`src/logic/pwmcp_pkg.sv`:
```
package pwmcp_pkg;

  // ----------------------------------------------------------------
  // basic types
  // ----------------------------------------------------------------
  typedef logic [7:0]  pwmcp_byte_t;   // one register byte
  typedef logic [15:0] pwmcp_word_t;   // paired channel value

  // pin bundle toward the shared port pins
  typedef struct packed {
    logic [3:0] out;                   // level driven onto each pin
    logic [3:0] oe;                    // high while the pin is driven
  } pwmcp_pins_s;

  // ----------------------------------------------------------------
  // register offsets (byte addresses on the plain port)
  // ----------------------------------------------------------------
  localparam pwmcp_byte_t OFF_CLK_PAIR = 8'h40;  // prescale and pairing
  localparam pwmcp_byte_t OFF_SEL_POL  = 8'h41;  // clock select, polarity
  localparam pwmcp_byte_t OFF_ENABLE   = 8'h42;  // channel enables
  localparam pwmcp_byte_t OFF_PRESCNT  = 8'h43;  // prescale counter, read only
  localparam pwmcp_byte_t OFF_SCALE0   = 8'h44;  // first scale value
  localparam pwmcp_byte_t OFF_SCNT0    = 8'h45;  // first scale counter
  localparam pwmcp_byte_t OFF_SCALE1   = 8'h46;  // second scale value
  localparam pwmcp_byte_t OFF_SCNT1    = 8'h47;  // second scale counter
  localparam pwmcp_byte_t OFF_CNT0     = 8'h48;  // channel counters 0..3
  localparam pwmcp_byte_t OFF_PER0     = 8'h4c;  // channel periods 0..3
  localparam pwmcp_byte_t OFF_DTY0     = 8'h50;  // channel duties 0..3
  localparam pwmcp_byte_t OFF_CENTER   = 8'h54;  // center-align selects

  // ----------------------------------------------------------------
  // field positions
  // ----------------------------------------------------------------
  localparam int PAIR23_BIT = 7;      // pair channels two and three
  localparam int PAIR01_BIT = 6;      // pair channels zero and one
  localparam int PRE_A_LSB  = 3;      // prescale a select, 3 bits
  localparam int PRE_B_LSB  = 0;      // prescale b select, 3 bits
  localparam int CSEL_LSB   = 4;      // scaled clock selects, ch3..ch0
  localparam int POL_LSB    = 0;      // high-first bits, ch3..ch0
  localparam int PRE_W      = 3;      // prescale select width

  // ----------------------------------------------------------------
  // reset values
  // ----------------------------------------------------------------
  localparam pwmcp_byte_t RST_CTL    = 8'h00;  // controls, enables, scales
  localparam pwmcp_byte_t RST_PERDTY = 8'hff;  // period and duty
  localparam logic [6:0]  RST_PRES   = 7'h00;  // prescale counter
  localparam logic [6:0]  PRES_FULL  = 7'h7f;  // all prescale bits set

endpackage

```
`src/logic/pwmcp_scaler.sv`:
```
`timescale 1ns/10ps
`default_nettype none

// divides a prescaled tick by (scale+1) and again by two
module pwmcp_scaler
  import pwmcp_pkg::*;
(
  // clock and reset
  input  wire logic        clk_i,
  input  wire logic        rst_i,
  // prescaled tick and scale setting
  input  wire logic        tick_i,
  input  wire pwmcp_byte_t scale_i,
  input  wire logic        load_i,
  input  wire pwmcp_byte_t load_val_i,
  // scaled tick and counter readback
  output logic             tick_o,
  output pwmcp_byte_t      count_o
);

  logic half_r;  // second divide-by-two stage

  // ----------------------------------------------------------------
  // down counter, reloads at zero
  // ----------------------------------------------------------------
  // a scale write reloads at once so a new rate starts cleanly
  always_ff @(posedge clk_i)
  begin
    if (rst_i)
    begin
      count_o <= RST_CTL;
      half_r  <= 1'b0;
    end
    else if (load_i)
    begin
      count_o <= load_val_i;
    end
    else if (tick_i)
    begin
      if (count_o == 8'h00)
      begin
        // zero reached: reload, which gives scale+1 ticks per turn
        count_o <= scale_i;
        half_r  <= ~half_r;
      end
      else
      begin
        count_o <= count_o - 8'h01;
      end
    end
  end

  // ----------------------------------------------------------------
  // output pulse, one every second reload
  // ----------------------------------------------------------------
  always_ff @(posedge clk_i)
  begin
    if (rst_i)
    begin
      tick_o <= 1'b0;
    end
    else
    begin
      tick_o <= tick_i && !load_i && (count_o == 8'h00) && half_r;
    end
  end

endmodule

`default_nettype wire

```
`src/logic/pwmcp_top.sv`:
```
`timescale 1ns/10ps
`default_nettype none

module pwmcp_top
  import pwmcp_pkg::*;
(
  // clock and reset
  input  wire logic        clk_i,
  input  wire logic        rst_i,
  // register port
  input  wire pwmcp_byte_t addr_i,
  input  wire pwmcp_byte_t wr_data_i,
  input  wire logic        wr_i,
  input  wire logic        rd_i,
  output pwmcp_byte_t      rd_data_o,
  // general-purpose port logic sharing the pins
  input  wire logic [3:0]  gpio_out_i,
  input  wire logic [3:0]  gpio_oe_i,
  // shared port pins
  output pwmcp_pins_s      pin_o
);

  // ----------------------------------------------------------------
  // control registers
  // ----------------------------------------------------------------
  logic        pair_ch_two_three;       // channels two and three joined
  logic        pair_ch_zero_one;        // channels zero and one joined
  logic [2:0]  prescale_a_sel;          // clock a = base / 2**sel
  logic [2:0]  prescale_b_sel;          // clock b = base / 2**sel
  logic [3:0]  scaled_clk_sel_r;        // per channel: scaled clock
  logic [3:0]  high_first_r;            // per channel: start high, left-aligned mode only
  logic [3:0]  channel_enable_bits;     // per channel enable
  logic [3:0]  center_align_sel;        // per channel center mode
  pwmcp_byte_t scale_value_first;       // first scale value
  pwmcp_byte_t scale_value_second;      // second scale value
  logic [6:0]  pres_r;                  // prescale count, runs while any channel is enabled

  // ----------------------------------------------------------------
  // channel state
  // ----------------------------------------------------------------
  pwmcp_byte_t channel_counter [4];     // live counters
  pwmcp_byte_t per_buf_r [4];           // period as last written
  pwmcp_byte_t per_act_r [4];           // period in use
  pwmcp_byte_t dty_buf_r [4];           // duty as last written
  pwmcp_byte_t dty_act_r [4];           // duty in use
  logic [3:0]  down_r;                  // center mode counting down

  // ----------------------------------------------------------------
  // derived signals
  // ----------------------------------------------------------------
  logic [1:0]  pair_v;                  // pairing per channel pair
  logic [1:0]  p_tick;                  // prescaled ticks a, b
  logic [1:0]  s_tick;                  // scaled ticks first, second
  pwmcp_byte_t scnt [2];                // scale counters
  logic [6:0]  mask_a;                  // prescale a compare mask
  logic [6:0]  mask_b;                  // prescale b compare mask
  pwmcp_word_t u_cnt [4];               // unit count, 8 or 16 bits
  pwmcp_word_t u_per [4];               // unit period in use
  pwmcp_word_t u_dty [4];               // unit duty in use
  pwmcp_word_t nxt_cnt [4];             // unit count after a tick
  logic [3:0]  nxt_down;                // direction after a tick
  logic [3:0]  end_hit;                 // period end reached
  logic [3:0]  wide;                    // unit is a 16-bit pair
  logic [3:0]  u_tick;                  // unit's selected clock
  logic [3:0]  u_live;                  // unit counts and owns its pin
  logic [3:0]  run_eff;                 // channel counts as running
  logic [3:0]  cnt_clr;                 // counter write hits channel
  logic [3:0]  roll;                    // unit ends a period this cycle
  logic [3:0]  latch;                   // copy buffers to active
  logic [3:0]  wave;                    // waveform level
  logic        any_en;                  // some channel enabled
  pwmcp_byte_t rd_val;                  // read mux result

  assign pair_v = {pair_ch_two_three, pair_ch_zero_one};
  assign any_en = |channel_enable_bits;

  // ----------------------------------------------------------------
  // prescaler
  // ----------------------------------------------------------------
  // stops with every channel off, saving toggling power
  always_ff @(posedge clk_i)
  begin
    if (rst_i)
    begin
      pres_r <= RST_PRES;
    end
    else if (any_en)
    begin
      pres_r <= pres_r + 7'h01;
    end
  end

  // tick when the low sel bits are all ones: divide by 2**sel
  assign mask_a    = PRES_FULL >> (3'd7 - prescale_a_sel);
  assign mask_b    = PRES_FULL >> (3'd7 - prescale_b_sel);
  assign p_tick[0] = any_en && ((pres_r & mask_a) == mask_a);
  assign p_tick[1] = any_en && ((pres_r & mask_b) == mask_b);

  // ----------------------------------------------------------------
  // scaled clocks
  // ----------------------------------------------------------------
  pwmcp_scaler u_scale_first (
    .clk_i      (clk_i),
    .rst_i      (rst_i),
    .tick_i     (p_tick[0]),
    .scale_i    (scale_value_first),
    .load_i     (wr_i && addr_i == OFF_SCALE0),
    .load_val_i (wr_data_i),
    .tick_o     (s_tick[0]),
    .count_o    (scnt[0])
  );

  pwmcp_scaler u_scale_second (
    .clk_i      (clk_i),
    .rst_i      (rst_i),
    .tick_i     (p_tick[1]),
    .scale_i    (scale_value_second),
    .load_i     (wr_i && addr_i == OFF_SCALE1),
    .load_val_i (wr_data_i),
    .tick_o     (s_tick[1]),
    .count_o    (scnt[1])
  );

  // ----------------------------------------------------------------
  // control register writes
  // ----------------------------------------------------------------
  always_ff @(posedge clk_i)
  begin
    if (rst_i)
    begin
      pair_ch_two_three   <= 1'b0;
      pair_ch_zero_one    <= 1'b0;
      prescale_a_sel      <= 3'h0;
      prescale_b_sel      <= 3'h0;
      scaled_clk_sel_r    <= 4'h0;
      high_first_r        <= 4'h0;
      channel_enable_bits <= 4'h0;
      center_align_sel    <= 4'h0;
      scale_value_first   <= RST_CTL;
      scale_value_second  <= RST_CTL;
    end
    else if (wr_i)
    begin
      case (addr_i)
        OFF_CLK_PAIR:
        begin
          pair_ch_two_three <= wr_data_i[PAIR23_BIT];
          pair_ch_zero_one  <= wr_data_i[PAIR01_BIT];
          prescale_a_sel    <= wr_data_i[PRE_A_LSB +: PRE_W];
          prescale_b_sel    <= wr_data_i[PRE_B_LSB +: PRE_W];
        end
        OFF_SEL_POL:
        begin
          // a change while running may clip one pulse, software's care
          scaled_clk_sel_r <= wr_data_i[CSEL_LSB +: 4];
          high_first_r     <= wr_data_i[POL_LSB +: 4];
        end
        OFF_ENABLE: channel_enable_bits <= wr_data_i[3:0];
        OFF_SCALE0: scale_value_first   <= wr_data_i;
        OFF_SCALE1: scale_value_second  <= wr_data_i;
        OFF_CENTER: center_align_sel    <= wr_data_i[3:0];
        default:    ;  // data registers handled below
      endcase
    end
  end

  // ----------------------------------------------------------------
  // per-unit datapath
  // ----------------------------------------------------------------
  // unit c is channel c; a paired high channel runs 16 bits wide
  for (genvar c = 0; c < 4; c++)
  begin : g_unit
    localparam int  HI    = (c / 2) * 2;        // high byte channel
    localparam int  LO    = HI + 1;             // low byte channel
    localparam int  P     = c / 2;              // channel pair
    localparam bit  IS_HI = (c % 2) == 0;       // high position
    localparam pwmcp_byte_t A_CNT  = pwmcp_byte_t'(OFF_CNT0 + c);
    localparam pwmcp_byte_t A_MATE = pwmcp_byte_t'(OFF_CNT0 + (c ^ 1));

    assign wide[c]  = IS_HI && pair_v[P];
    assign u_cnt[c] = wide[c] ? {channel_counter[c], channel_counter[LO]}
                              : {8'h00, channel_counter[c]};
    assign u_per[c] = wide[c] ? {per_act_r[c], per_act_r[LO]}
                              : {8'h00, per_act_r[c]};
    assign u_dty[c] = wide[c] ? {dty_act_r[c], dty_act_r[LO]}
                              : {8'h00, dty_act_r[c]};

    // the low channel's select drives a pair
    assign u_tick[c] = (wide[c] ? scaled_clk_sel_r[LO] : scaled_clk_sel_r[c])
                       ? s_tick[P] : p_tick[P];

    // a paired low channel idles and frees its pin
    assign u_live[c]  = channel_enable_bits[c] && !(pair_v[P] && !IS_HI);
    assign run_eff[c] = pair_v[P] ? channel_enable_bits[HI]
                                  : channel_enable_bits[c];

    // writing either half of a pair restarts the whole pair
    assign cnt_clr[c] = wr_i && (addr_i == A_CNT || (pair_v[P] && addr_i == A_MATE));

    // next count and direction
    always_comb
    begin
      nxt_cnt[c]  = u_cnt[c] + 16'h0001;
      nxt_down[c] = down_r[c];
      end_hit[c]  = 1'b0;
      if (!center_align_sel[c])
      begin
        // left: 0..per then wrap, per+1 clocks
        if (u_cnt[c] >= u_per[c])
        begin
          nxt_cnt[c] = 16'h0000;
          end_hit[c] = 1'b1;
        end
      end
      else if (!down_r[c])
      begin
        // center, rising: turn at the period match
        if (u_cnt[c] >= u_per[c])
        begin
          nxt_down[c] = 1'b1;
          nxt_cnt[c]  = (u_cnt[c] == 16'h0000) ? 16'h0000 : u_cnt[c] - 16'h0001;
        end
      end
      else if (u_cnt[c] == 16'h0000)
      begin
        // center, falling: zero starts a new 2*per period
        nxt_down[c] = 1'b0;
        end_hit[c]  = 1'b1;
        nxt_cnt[c]  = (u_per[c] == 16'h0000) ? 16'h0000 : 16'h0001;
      end
      else
      begin
        nxt_cnt[c] = u_cnt[c] - 16'h0001;
      end
    end

    assign roll[c]  = u_live[c] && u_tick[c] && end_hit[c];
    assign latch[c] = !run_eff[c] || cnt_clr[c] || (pair_v[P] ? roll[HI] : roll[c]);

    // duty 0 keeps the low-first wave high all period, above per low
    assign wave[c] = (center_align_sel[c] || !high_first_r[c])
                     ? (u_cnt[c] >= u_dty[c])
                     : (u_cnt[c] <  u_dty[c]);
  end

  // ----------------------------------------------------------------
  // counters
  // ----------------------------------------------------------------
  // counters keep their value across disable; software clears them
  always_ff @(posedge clk_i)
  begin
    if (rst_i)
    begin
      for (int c = 0; c < 4; c++)
      begin
        channel_counter[c] <= RST_CTL;
      end
      down_r <= 4'h0;
    end
    else
    begin
      for (int c = 0; c < 4; c++)
      begin
        if (cnt_clr[c])
        begin
          channel_counter[c] <= RST_CTL;
          down_r[c]          <= 1'b0;
        end
        else if (u_live[c] && u_tick[c])
        begin
          if (wide[c])
          begin
            channel_counter[c]     <= nxt_cnt[c][15:8];
            channel_counter[c | 1] <= nxt_cnt[c][7:0];
          end
          else
          begin
            channel_counter[c] <= nxt_cnt[c][7:0];
          end
          down_r[c] <= nxt_down[c];
        end
      end
    end
  end

  // ----------------------------------------------------------------
  // period and duty double buffers
  // ----------------------------------------------------------------
  // latching the value being written avoids losing a same-cycle write
  always_ff @(posedge clk_i)
  begin
    if (rst_i)
    begin
      for (int c = 0; c < 4; c++)
      begin
        per_buf_r[c] <= RST_PERDTY;
        per_act_r[c] <= RST_PERDTY;
        dty_buf_r[c] <= RST_PERDTY;
        dty_act_r[c] <= RST_PERDTY;
      end
    end
    else
    begin
      for (int c = 0; c < 4; c++)
      begin
        if (wr_i && addr_i == pwmcp_byte_t'(OFF_PER0 + c))
        begin
          per_buf_r[c] <= wr_data_i;
          if (latch[c])
          begin
            per_act_r[c] <= wr_data_i;
          end
        end
        else if (latch[c])
        begin
          per_act_r[c] <= per_buf_r[c];
        end
        if (wr_i && addr_i == pwmcp_byte_t'(OFF_DTY0 + c))
        begin
          dty_buf_r[c] <= wr_data_i;
          if (latch[c])
          begin
            dty_act_r[c] <= wr_data_i;
          end
        end
        else if (latch[c])
        begin
          dty_act_r[c] <= dty_buf_r[c];
        end
      end
    end
  end

  // ----------------------------------------------------------------
  // pin sharing
  // ----------------------------------------------------------------
  // a live channel overrides the port's level and direction
  always_ff @(posedge clk_i)
  begin
    if (rst_i)
    begin
      pin_o <= '0;
    end
    else
    begin
      for (int c = 0; c < 4; c++)
      begin
        pin_o.out[c] <= u_live[c] ? wave[c] : gpio_out_i[c];
        pin_o.oe[c]  <= u_live[c] || gpio_oe_i[c];
      end
    end
  end

  // ----------------------------------------------------------------
  // register reads
  // ----------------------------------------------------------------
  always_comb
  begin
    rd_val = 8'h00;  // unmapped offsets read zero
    case (addr_i)
      OFF_CLK_PAIR: rd_val = {pair_ch_two_three, pair_ch_zero_one,
                              prescale_a_sel, prescale_b_sel};
      OFF_SEL_POL:  rd_val = {scaled_clk_sel_r, high_first_r};
      OFF_ENABLE:   rd_val = {4'h0, channel_enable_bits};
      OFF_PRESCNT:  rd_val = {1'b0, pres_r};
      OFF_SCALE0:   rd_val = scale_value_first;
      OFF_SCNT0:    rd_val = scnt[0];
      OFF_SCALE1:   rd_val = scale_value_second;
      OFF_SCNT1:    rd_val = scnt[1];
      OFF_CENTER:   rd_val = {4'h0, center_align_sel};
      default:
      begin
        for (int c = 0; c < 4; c++)
        begin
          if (addr_i == pwmcp_byte_t'(OFF_CNT0 + c)) rd_val = channel_counter[c];
          if (addr_i == pwmcp_byte_t'(OFF_PER0 + c)) rd_val = per_buf_r[c];
          if (addr_i == pwmcp_byte_t'(OFF_DTY0 + c)) rd_val = dty_buf_r[c];
        end
      end
    endcase
  end

  // data stand only in the cycle after the read strobe
  always_ff @(posedge clk_i)
  begin
    if (rst_i)
    begin
      rd_data_o <= RST_CTL;
    end
    else
    begin
      rd_data_o <= rd_i ? rd_val : 8'h00;
    end
  end
endmodule

`default_nettype wire

```
`config.mk`:
```
export PLATFORM = sky130hd
export DESIGN_NAME = pwmcp_top
export DESIGN_NICKNAME = d
export VERILOG_FILES = /design/src/logic/pwmcp_pkg.sv /design/src/logic/pwmcp_scaler.sv /design/src/logic/pwmcp_top.sv
export SDC_FILE = /design/constraint.sdc
export NUM_CORES = 1
export LEC_CHECK = 0
export BUFFER_PORTS_ARGS = -buffer_cell sky130_fd_sc_hd__buf_2
export CAP_MARGIN = 40
export CORE_UTILIZATION = 30
export CTS_BUF_LIST = sky130_fd_sc_hd__clkbuf_8
export DETAILED_ROUTE_END_ITERATION = 12
export GPL_TIMING_DRIVEN = 1
export PLACE_DENSITY_LB_ADDON = 0.12
export SYNTH_ARGS = -nofsm -noshare
export SYNTH_HDL_FRONTEND = slang
export SYNTH_SLANG_ARGS = --single-unit
```
`constraint.sdc`:
```
create_clock -name clk_i -period 6.8 [get_ports clk_i]
set_input_delay 1.36 -clock clk_i [delete_from_list [all_inputs] [get_ports clk_i]]
set_output_delay 1.36 -clock clk_i [all_outputs]
set_load 0.005 [all_outputs]
```
* Yosys cells after proc, flatten, opt, wreduce, memory -nomap -nowiden
Memories as Yosys holds them, arrays and structs flattened.
Index checks and enable logic that the tools add are counted.
** Storage, ports and cells
- Register bits after elaboration :: 87
- Memory bits (writable) :: 160
- Output and inout bits :: 16
- Memories kept :: 5
** Operators by class
- $add $sub $neg :: 13
- Order comparisons :: 12
- Eq/ne operators :: 23
- Shift-type cells :: 2
- Mux-type cells :: 249
- Bitwise operators :: 43
- Reductions and logical operators :: 98
** Memories
- channel_counter :: words 4, bits a word 8, read ports 4, clocked after memory_dff 0, wr ports 4, line pwmcp_top.sv:41 : pwmcp_byte_t channel_counter [4];
- dty_act_r :: words 4, bits a word 8, read ports 4, clocked after memory_dff 0, wr ports 4, line pwmcp_top.sv:45 : pwmcp_byte_t dty_act_r [4];
- dty_buf_r :: words 4, bits a word 8, read ports 4, clocked after memory_dff 0, wr ports 4, line pwmcp_top.sv:44 : pwmcp_byte_t dty_buf_r [4];
- per_act_r :: words 4, bits a word 8, read ports 4, clocked after memory_dff 0, wr ports 4, line pwmcp_top.sv:43 : pwmcp_byte_t per_act_r [4];
- per_buf_r :: words 4, bits a word 8, read ports 4, clocked after memory_dff 0, wr ports 4, line pwmcp_top.sv:42 : pwmcp_byte_t per_buf_r [4];
** Operators by type and width (count)
- 2-to-1 mux 16 bit :: 28
- 2-to-1 mux 8 bit :: 54
- equality test 8 x 7 -> 1 bit, second input constant :: 21
- 2-to-1 mux 1 bit :: 164
- logical NOT 16 bit :: 8
- case mux 8 bit (9 select lines) :: 1
- >= comparator 16 bit :: 4
- logical AND 1 bit :: 36
- bitwise OR 1 bit :: 36
- adder 16 x 1 -> 16 bit, second input constant :: 2
- >= comparator 8 bit :: 4
- < comparator 16 bit :: 2
- subtractor 16 x 1 -> 16 bit, second input constant :: 2
- logical OR 1 bit :: 20
- AND reduction 2 bit :: 10
- adder 8 x 1 -> 9 bit, second input constant :: 2
- 2-to-1 mux 9 bit :: 2
- subtractor 8 x 1 -> 9 bit, second input constant :: 2
- logical NOT 8 bit :: 2
- < comparator 8 bit :: 2
- subtractor 8 x 1 -> 8 bit, second input constant :: 2
- bitwise AND 7 bit :: 2
- equality test 7 bit :: 2
- right shift 7 x 3 -> 7 bit, first input constant :: 2
- 8 further kinds :: 30

* Logic depth before layout (Yosys ltp)
- Word-level depth :: 16
- Mapped depth :: 17

* Modules after synthesis
From an unflattened synthesis, not the netlist that was laid out.
** Second synthesis, totals
- Cell total of the unflattened synthesis :: 2058
- Area total of the unflattened synthesis :: 18486.5 um2
** Modules (own cells, without submodules)
- pwmcp_top :: instances 1, cells each 1894, area each 17195.2 um2, seq. area each 6145.9 um2
- pwmcp_scaler :: instances 2, cells each 82, area each 645.6 um2, seq. area each 200.2 um2

* Least setup slack after synthesis
No wires, ideal clock.
- Path type :: register to register
- From :: register pair_ch_two_three
- To :: memory dty_act_r[2][0] (netlist name), enable pin
- Setup time :: 0.394 ns
- Data arrival time :: 4.534 ns
- Data required time :: 6.406 ns
- Path slack :: 1.871 ns
- Cell stages (with the launch flop) :: 15
- Path buffers :: 7
- Clock period less this slack :: 4.929 ns
- Path through :: dfxtp_1 -> buf_6 -> buf_2 -> buf_2 -> buf_2 -> clkbuf_1 -> clkbuf_1 -> mux2i_1 -> ha_1 -> or4bb_1 -> a22o_1 -> or4_1 -> buf_2 -> o22a_4 -> o211ai_1
** RTL lines
- start: declaration :: line pwmcp_top.sv:26 : logic pair_ch_two_three;
- start signal: assignment :: line pwmcp_top.sv:147 : pair_ch_two_three <= wr_data_i[PAIR23_BIT];
- end: declaration :: line pwmcp_top.sv:45

==> flow_summary.yaml <==
setup_path:
  required_ns: 7.17
  critPathArrivalTime_ns: 5.34
  r2r_setup_slack_ns: 1.83
  ff2ff_path_depth: 9
  crit_end: "channel_counter[2][3]$_SDFFCE_PN0P_"
  slowest_stage: "mux2i_1"
  crit_path_max_incr_delay_ns: 0.75
  startpoint_type: "flip-flop"
  end_kind: "flip-flop"
  critPathKind: "reg -> reg"
  r2r-end: "channel_counter[2][3]$_SDFFCE_PN0P_"
  path_cells: "mux2i_1 -> ha_1 -> or4bb_1 -> a22o_1 -> or4_1 -> nand2_1 -> nor2_1 -> a221oi_1 -> o22ai_1"
  critPathMaxFanout: 25
  startpoint: "pair_ch_two_three$_SDFFE_PP0P_"
  r2r_start: "pair_ch_two_three$_SDFFE_PP0P_"
timing:
  finalCriticalPeriod_ns: 4.97
  hold_slack_ns: 0.466
  worst_slew_pin_slew_ns: 0.943
  final_max_slew_viol_count: 0
  tns_ns: 0
  min_period_over_period_pct: 73.1
  fmax_mhz: 201
  rsz0062_at_grt: "false"
  hold_viol: 0
  slew_headroom_pct: 37.1
  finalSetupViolCount: 0
  finClkSkew_ns: 0.0603
floorplanning:
  initial_core_util_pct: 30.6
  dieArea_mm2: 0.0615
  fp.dieH_um: 248
  io_pins: 44
  dieWidth_um: 248
  rows: 89
  core_mm2: 0.0595
cts:
  ctsHoldBuffers: 0
  h-tree-depth: 2
  numCtsBuffers: 51
  insertion_delay_ns: 0.67
  post_cts_resized: 0
  clk_pin_slew_ns: 0.07
  clk_path_buf_depth: 3
  cts_root_buf: "clkbuf_8"
  clock_sinks: 247
  cts_tree: "done"
  post_cts_buffers: 0
drt:
  num_vias: 16900
  ant_nets: 0
  via_per_inst: 5.89
  drtPass1Iterations: 5
  initialDrtViolationCount: 1358
  wl_per_cell_um: 24.4
  drc: 0
  finalWirelength_um: 70200
logic_synthesis:
  synth_edf_count: 160
  synth_area_mm2: 0.0182
  ys_ff_latch: 247
  ys_seq_area_share_pct: 36.0
  synth.distinct_cells: 90
  yosysTopAreaCellShare_pct: 26.4
  ys.flop_type: "edfxtp_1"
  synthCells: 2074
  synth.most_common_cell: "nand2_1"
  yosysTopAreaCell: "edfxtp_1"
  synth_area_leaders: "edfxtp_1 26%, dfxtp_1 9.6%, ha_1 7.5%, nand2_1 4.7%, mux2i_1 4.0%"
  synthTopCellsByCount: "229 x nand2_1, 160 x edfxtp_1, 128 x clkbuf_1"
  async_flop_share_pct: 0
  synth_warnings: 0
  synthesis.nets: 2211
  syn_avg_cell_area_um2: 8.76
power:
  pwr-share-comb_pct: 9.0
  ir_drop_v: 0.000128
  p_sw_mw: 1.05
  p_leak_nw: 7.47
  p_per_area_mw_per_mm2: 184
  netSwitchingFraction_pct: 28.3
  power_frac_clock_pct: 44.7
  internal_power_mw: 2.66
  seqPwrFrac_pct: 46.3
grt:
  grt_pass1_vias: 16500
  track_usage_pct: 22.7
  grt_first_pass_wirelength_um: 105000
  grt_max_degree: 81
  antenna_found_initial: 1
  grt_overflow: 0
cells_and_area:
  syn2layout_area_growth_pct: 10.7
  drive_gt1_share_pct: 10.9
  nets: 2195
flow_run:
  drv_cap: 0
place:
  io_buffers: 43
  gp_congestion: 0.855
  place_hpwl_um: 50100
outcome:
  status: "complete, no violations"
worst_hold_path:
  min_path_type: "reg -> reg"
## cell usage in the layout, fill, tap and decap left out, types with 20 or more instances in the layout
master	synthesis	layout
nand2_1	229	229
edfxtp_1	160	160
a21oi_1	121	121
inv_1	88	113
nor2_1	113	113
ha_1	109	109
o21ai_0	93	93
dfxtp_1	87	85
nand3_1	78	78
mux2i_1	73	73
or3_1	68	68
clkbuf_8	0	55
nor3_1	55	54
buf_2	12	43
nand4b_1	35	35
buf_4	2	35
nand4_1	34	34
nand2b_1	30	30
and3_1	30	30
a211oi_1	32	30
a21o_1	28	28
o22ai_1	28	28
or2_2	25	25
and2_1	24	24
o32ai_1	20	20
## state kept, by name, indices dropped and copies added (netlist names), 7 cells and up
signal                  cells
pin_o                       8
u_scale_first.count_o       8
scale_value_first           8
per_act_r                  32
per_buf_r                  32
dty_act_r                  32
dty_buf_r                  32
pres_r                      7
rd_data_o                   8
scale_value_second          8
u_scale_second.count_o      8
channel_counter            32
## power groups by stage
stage	clock, mW	sequential (mW)	combinational (mW)
5_1_grt	1.76	1.72	0.365
3_5_place_dp	0	1.75	0.330
6_report	1.66	1.72	0.334
2_1_floorplan	0	1.70	0.225
3_3_place_gp	0	1.75	0.326
4_1_cts	1.71	1.72	0.331
## metrics by stage
stage	worst slack (ns)	util [%]	cells	total power [mW]	instance area, um2
global placement	1.98	32.0	2770	2.08	19000
CTS	1.95	33.8	2873	3.75	20100
global route	1.67	33.8	2874	3.84	20100
finish	1.83	33.8	2874	3.71	20100
floorplan	1.87	-	2074	1.92	18200
detailed placement	1.95	32.1	2778	2.08	19100
## worst max-delay path, delay by kind of cell, from the launching register on
kind	cells	cell delay (ns)
compound gates	3	1.02
flops	1	0.68
simple gates	4	1.91
mux	1	0.75
fa+ha+maj	1	0.35
## worst min path at each step
stage / slack, ns / end / start / depth (start not counted)
2_1_floorplan: 0.44 / high_first_r[0]$_SDFFE_PP0P_ / high_first_r[0]$_SDFFE_PP0P_ / 2
3_3_place_gp: 0.46 / scale_value_first[5]$_SDFFE_PP0P_ / scale_value_first[5]$_SDFFE_PP0P_ / 2
3_5_place_dp: 0.46 / scale_value_first[5]$_SDFFE_PP0P_ / scale_value_first[5]$_SDFFE_PP0P_ / 2
4_1_cts: 0.47 / scale_value_first[5]$_SDFFE_PP0P_ / scale_value_first[5]$_SDFFE_PP0P_ / 2
5_1_grt: 0.50 / scale_value_first[5]$_SDFFE_PP0P_ / scale_value_first[5]$_SDFFE_PP0P_ / 2
6_report: 0.47 / scale_value_first[5]$_SDFFE_PP0P_ / scale_value_first[5]$_SDFFE_PP0P_ / 2
## layout make-up
| type | count | area (um2) |
|---|---|---|
| repair buffers | 83 | 512 |
| fillers | 6251 | 39400 |
| multi-input cells | 1585 | 10700 |
| clock buffers | 55 | 757 |
| flip-flops and latches | 247 | 6550 |
| diodes | 1 | 2.50 |
| clock inverters | 40 | 288 |
| inverters | 90 | 338 |
| well taps | 773 | 967 |
## layer usage
layer  global-route usage (%)  vias up  wire, um  part of all wire [%]
met5                        0        -         0                     0
met1                     31.0     8334     32000                    46
met2                     37.0      603     32500                    46
met3                     2.87      128      3780                   5.4
li1                         -     7866         -                     -
met4                     7.20        0      1970                   2.8
## logic make-up (layout without fill, tap and decap cells)
| logic type | after synthesis | count (layout) | synth area share (%) |
|---|---|---|---|
| compound gates | 540 | 540 | 20.4 |
| other cells | 0 | 1 | 0 |
| flops | 247 | 247 | 36.0 |
| buf+inv | 242 | 268 | 5.25 |
| simple gates | 820 | 820 | 23.8 |
| mux | 95 | 95 | 6.01 |
| fa+ha+maj | 109 | 109 | 7.51 |
| xor+xnor | 21 | 21 | 1.01 |
Note: power is estimated with default switching activity, not from simulation.
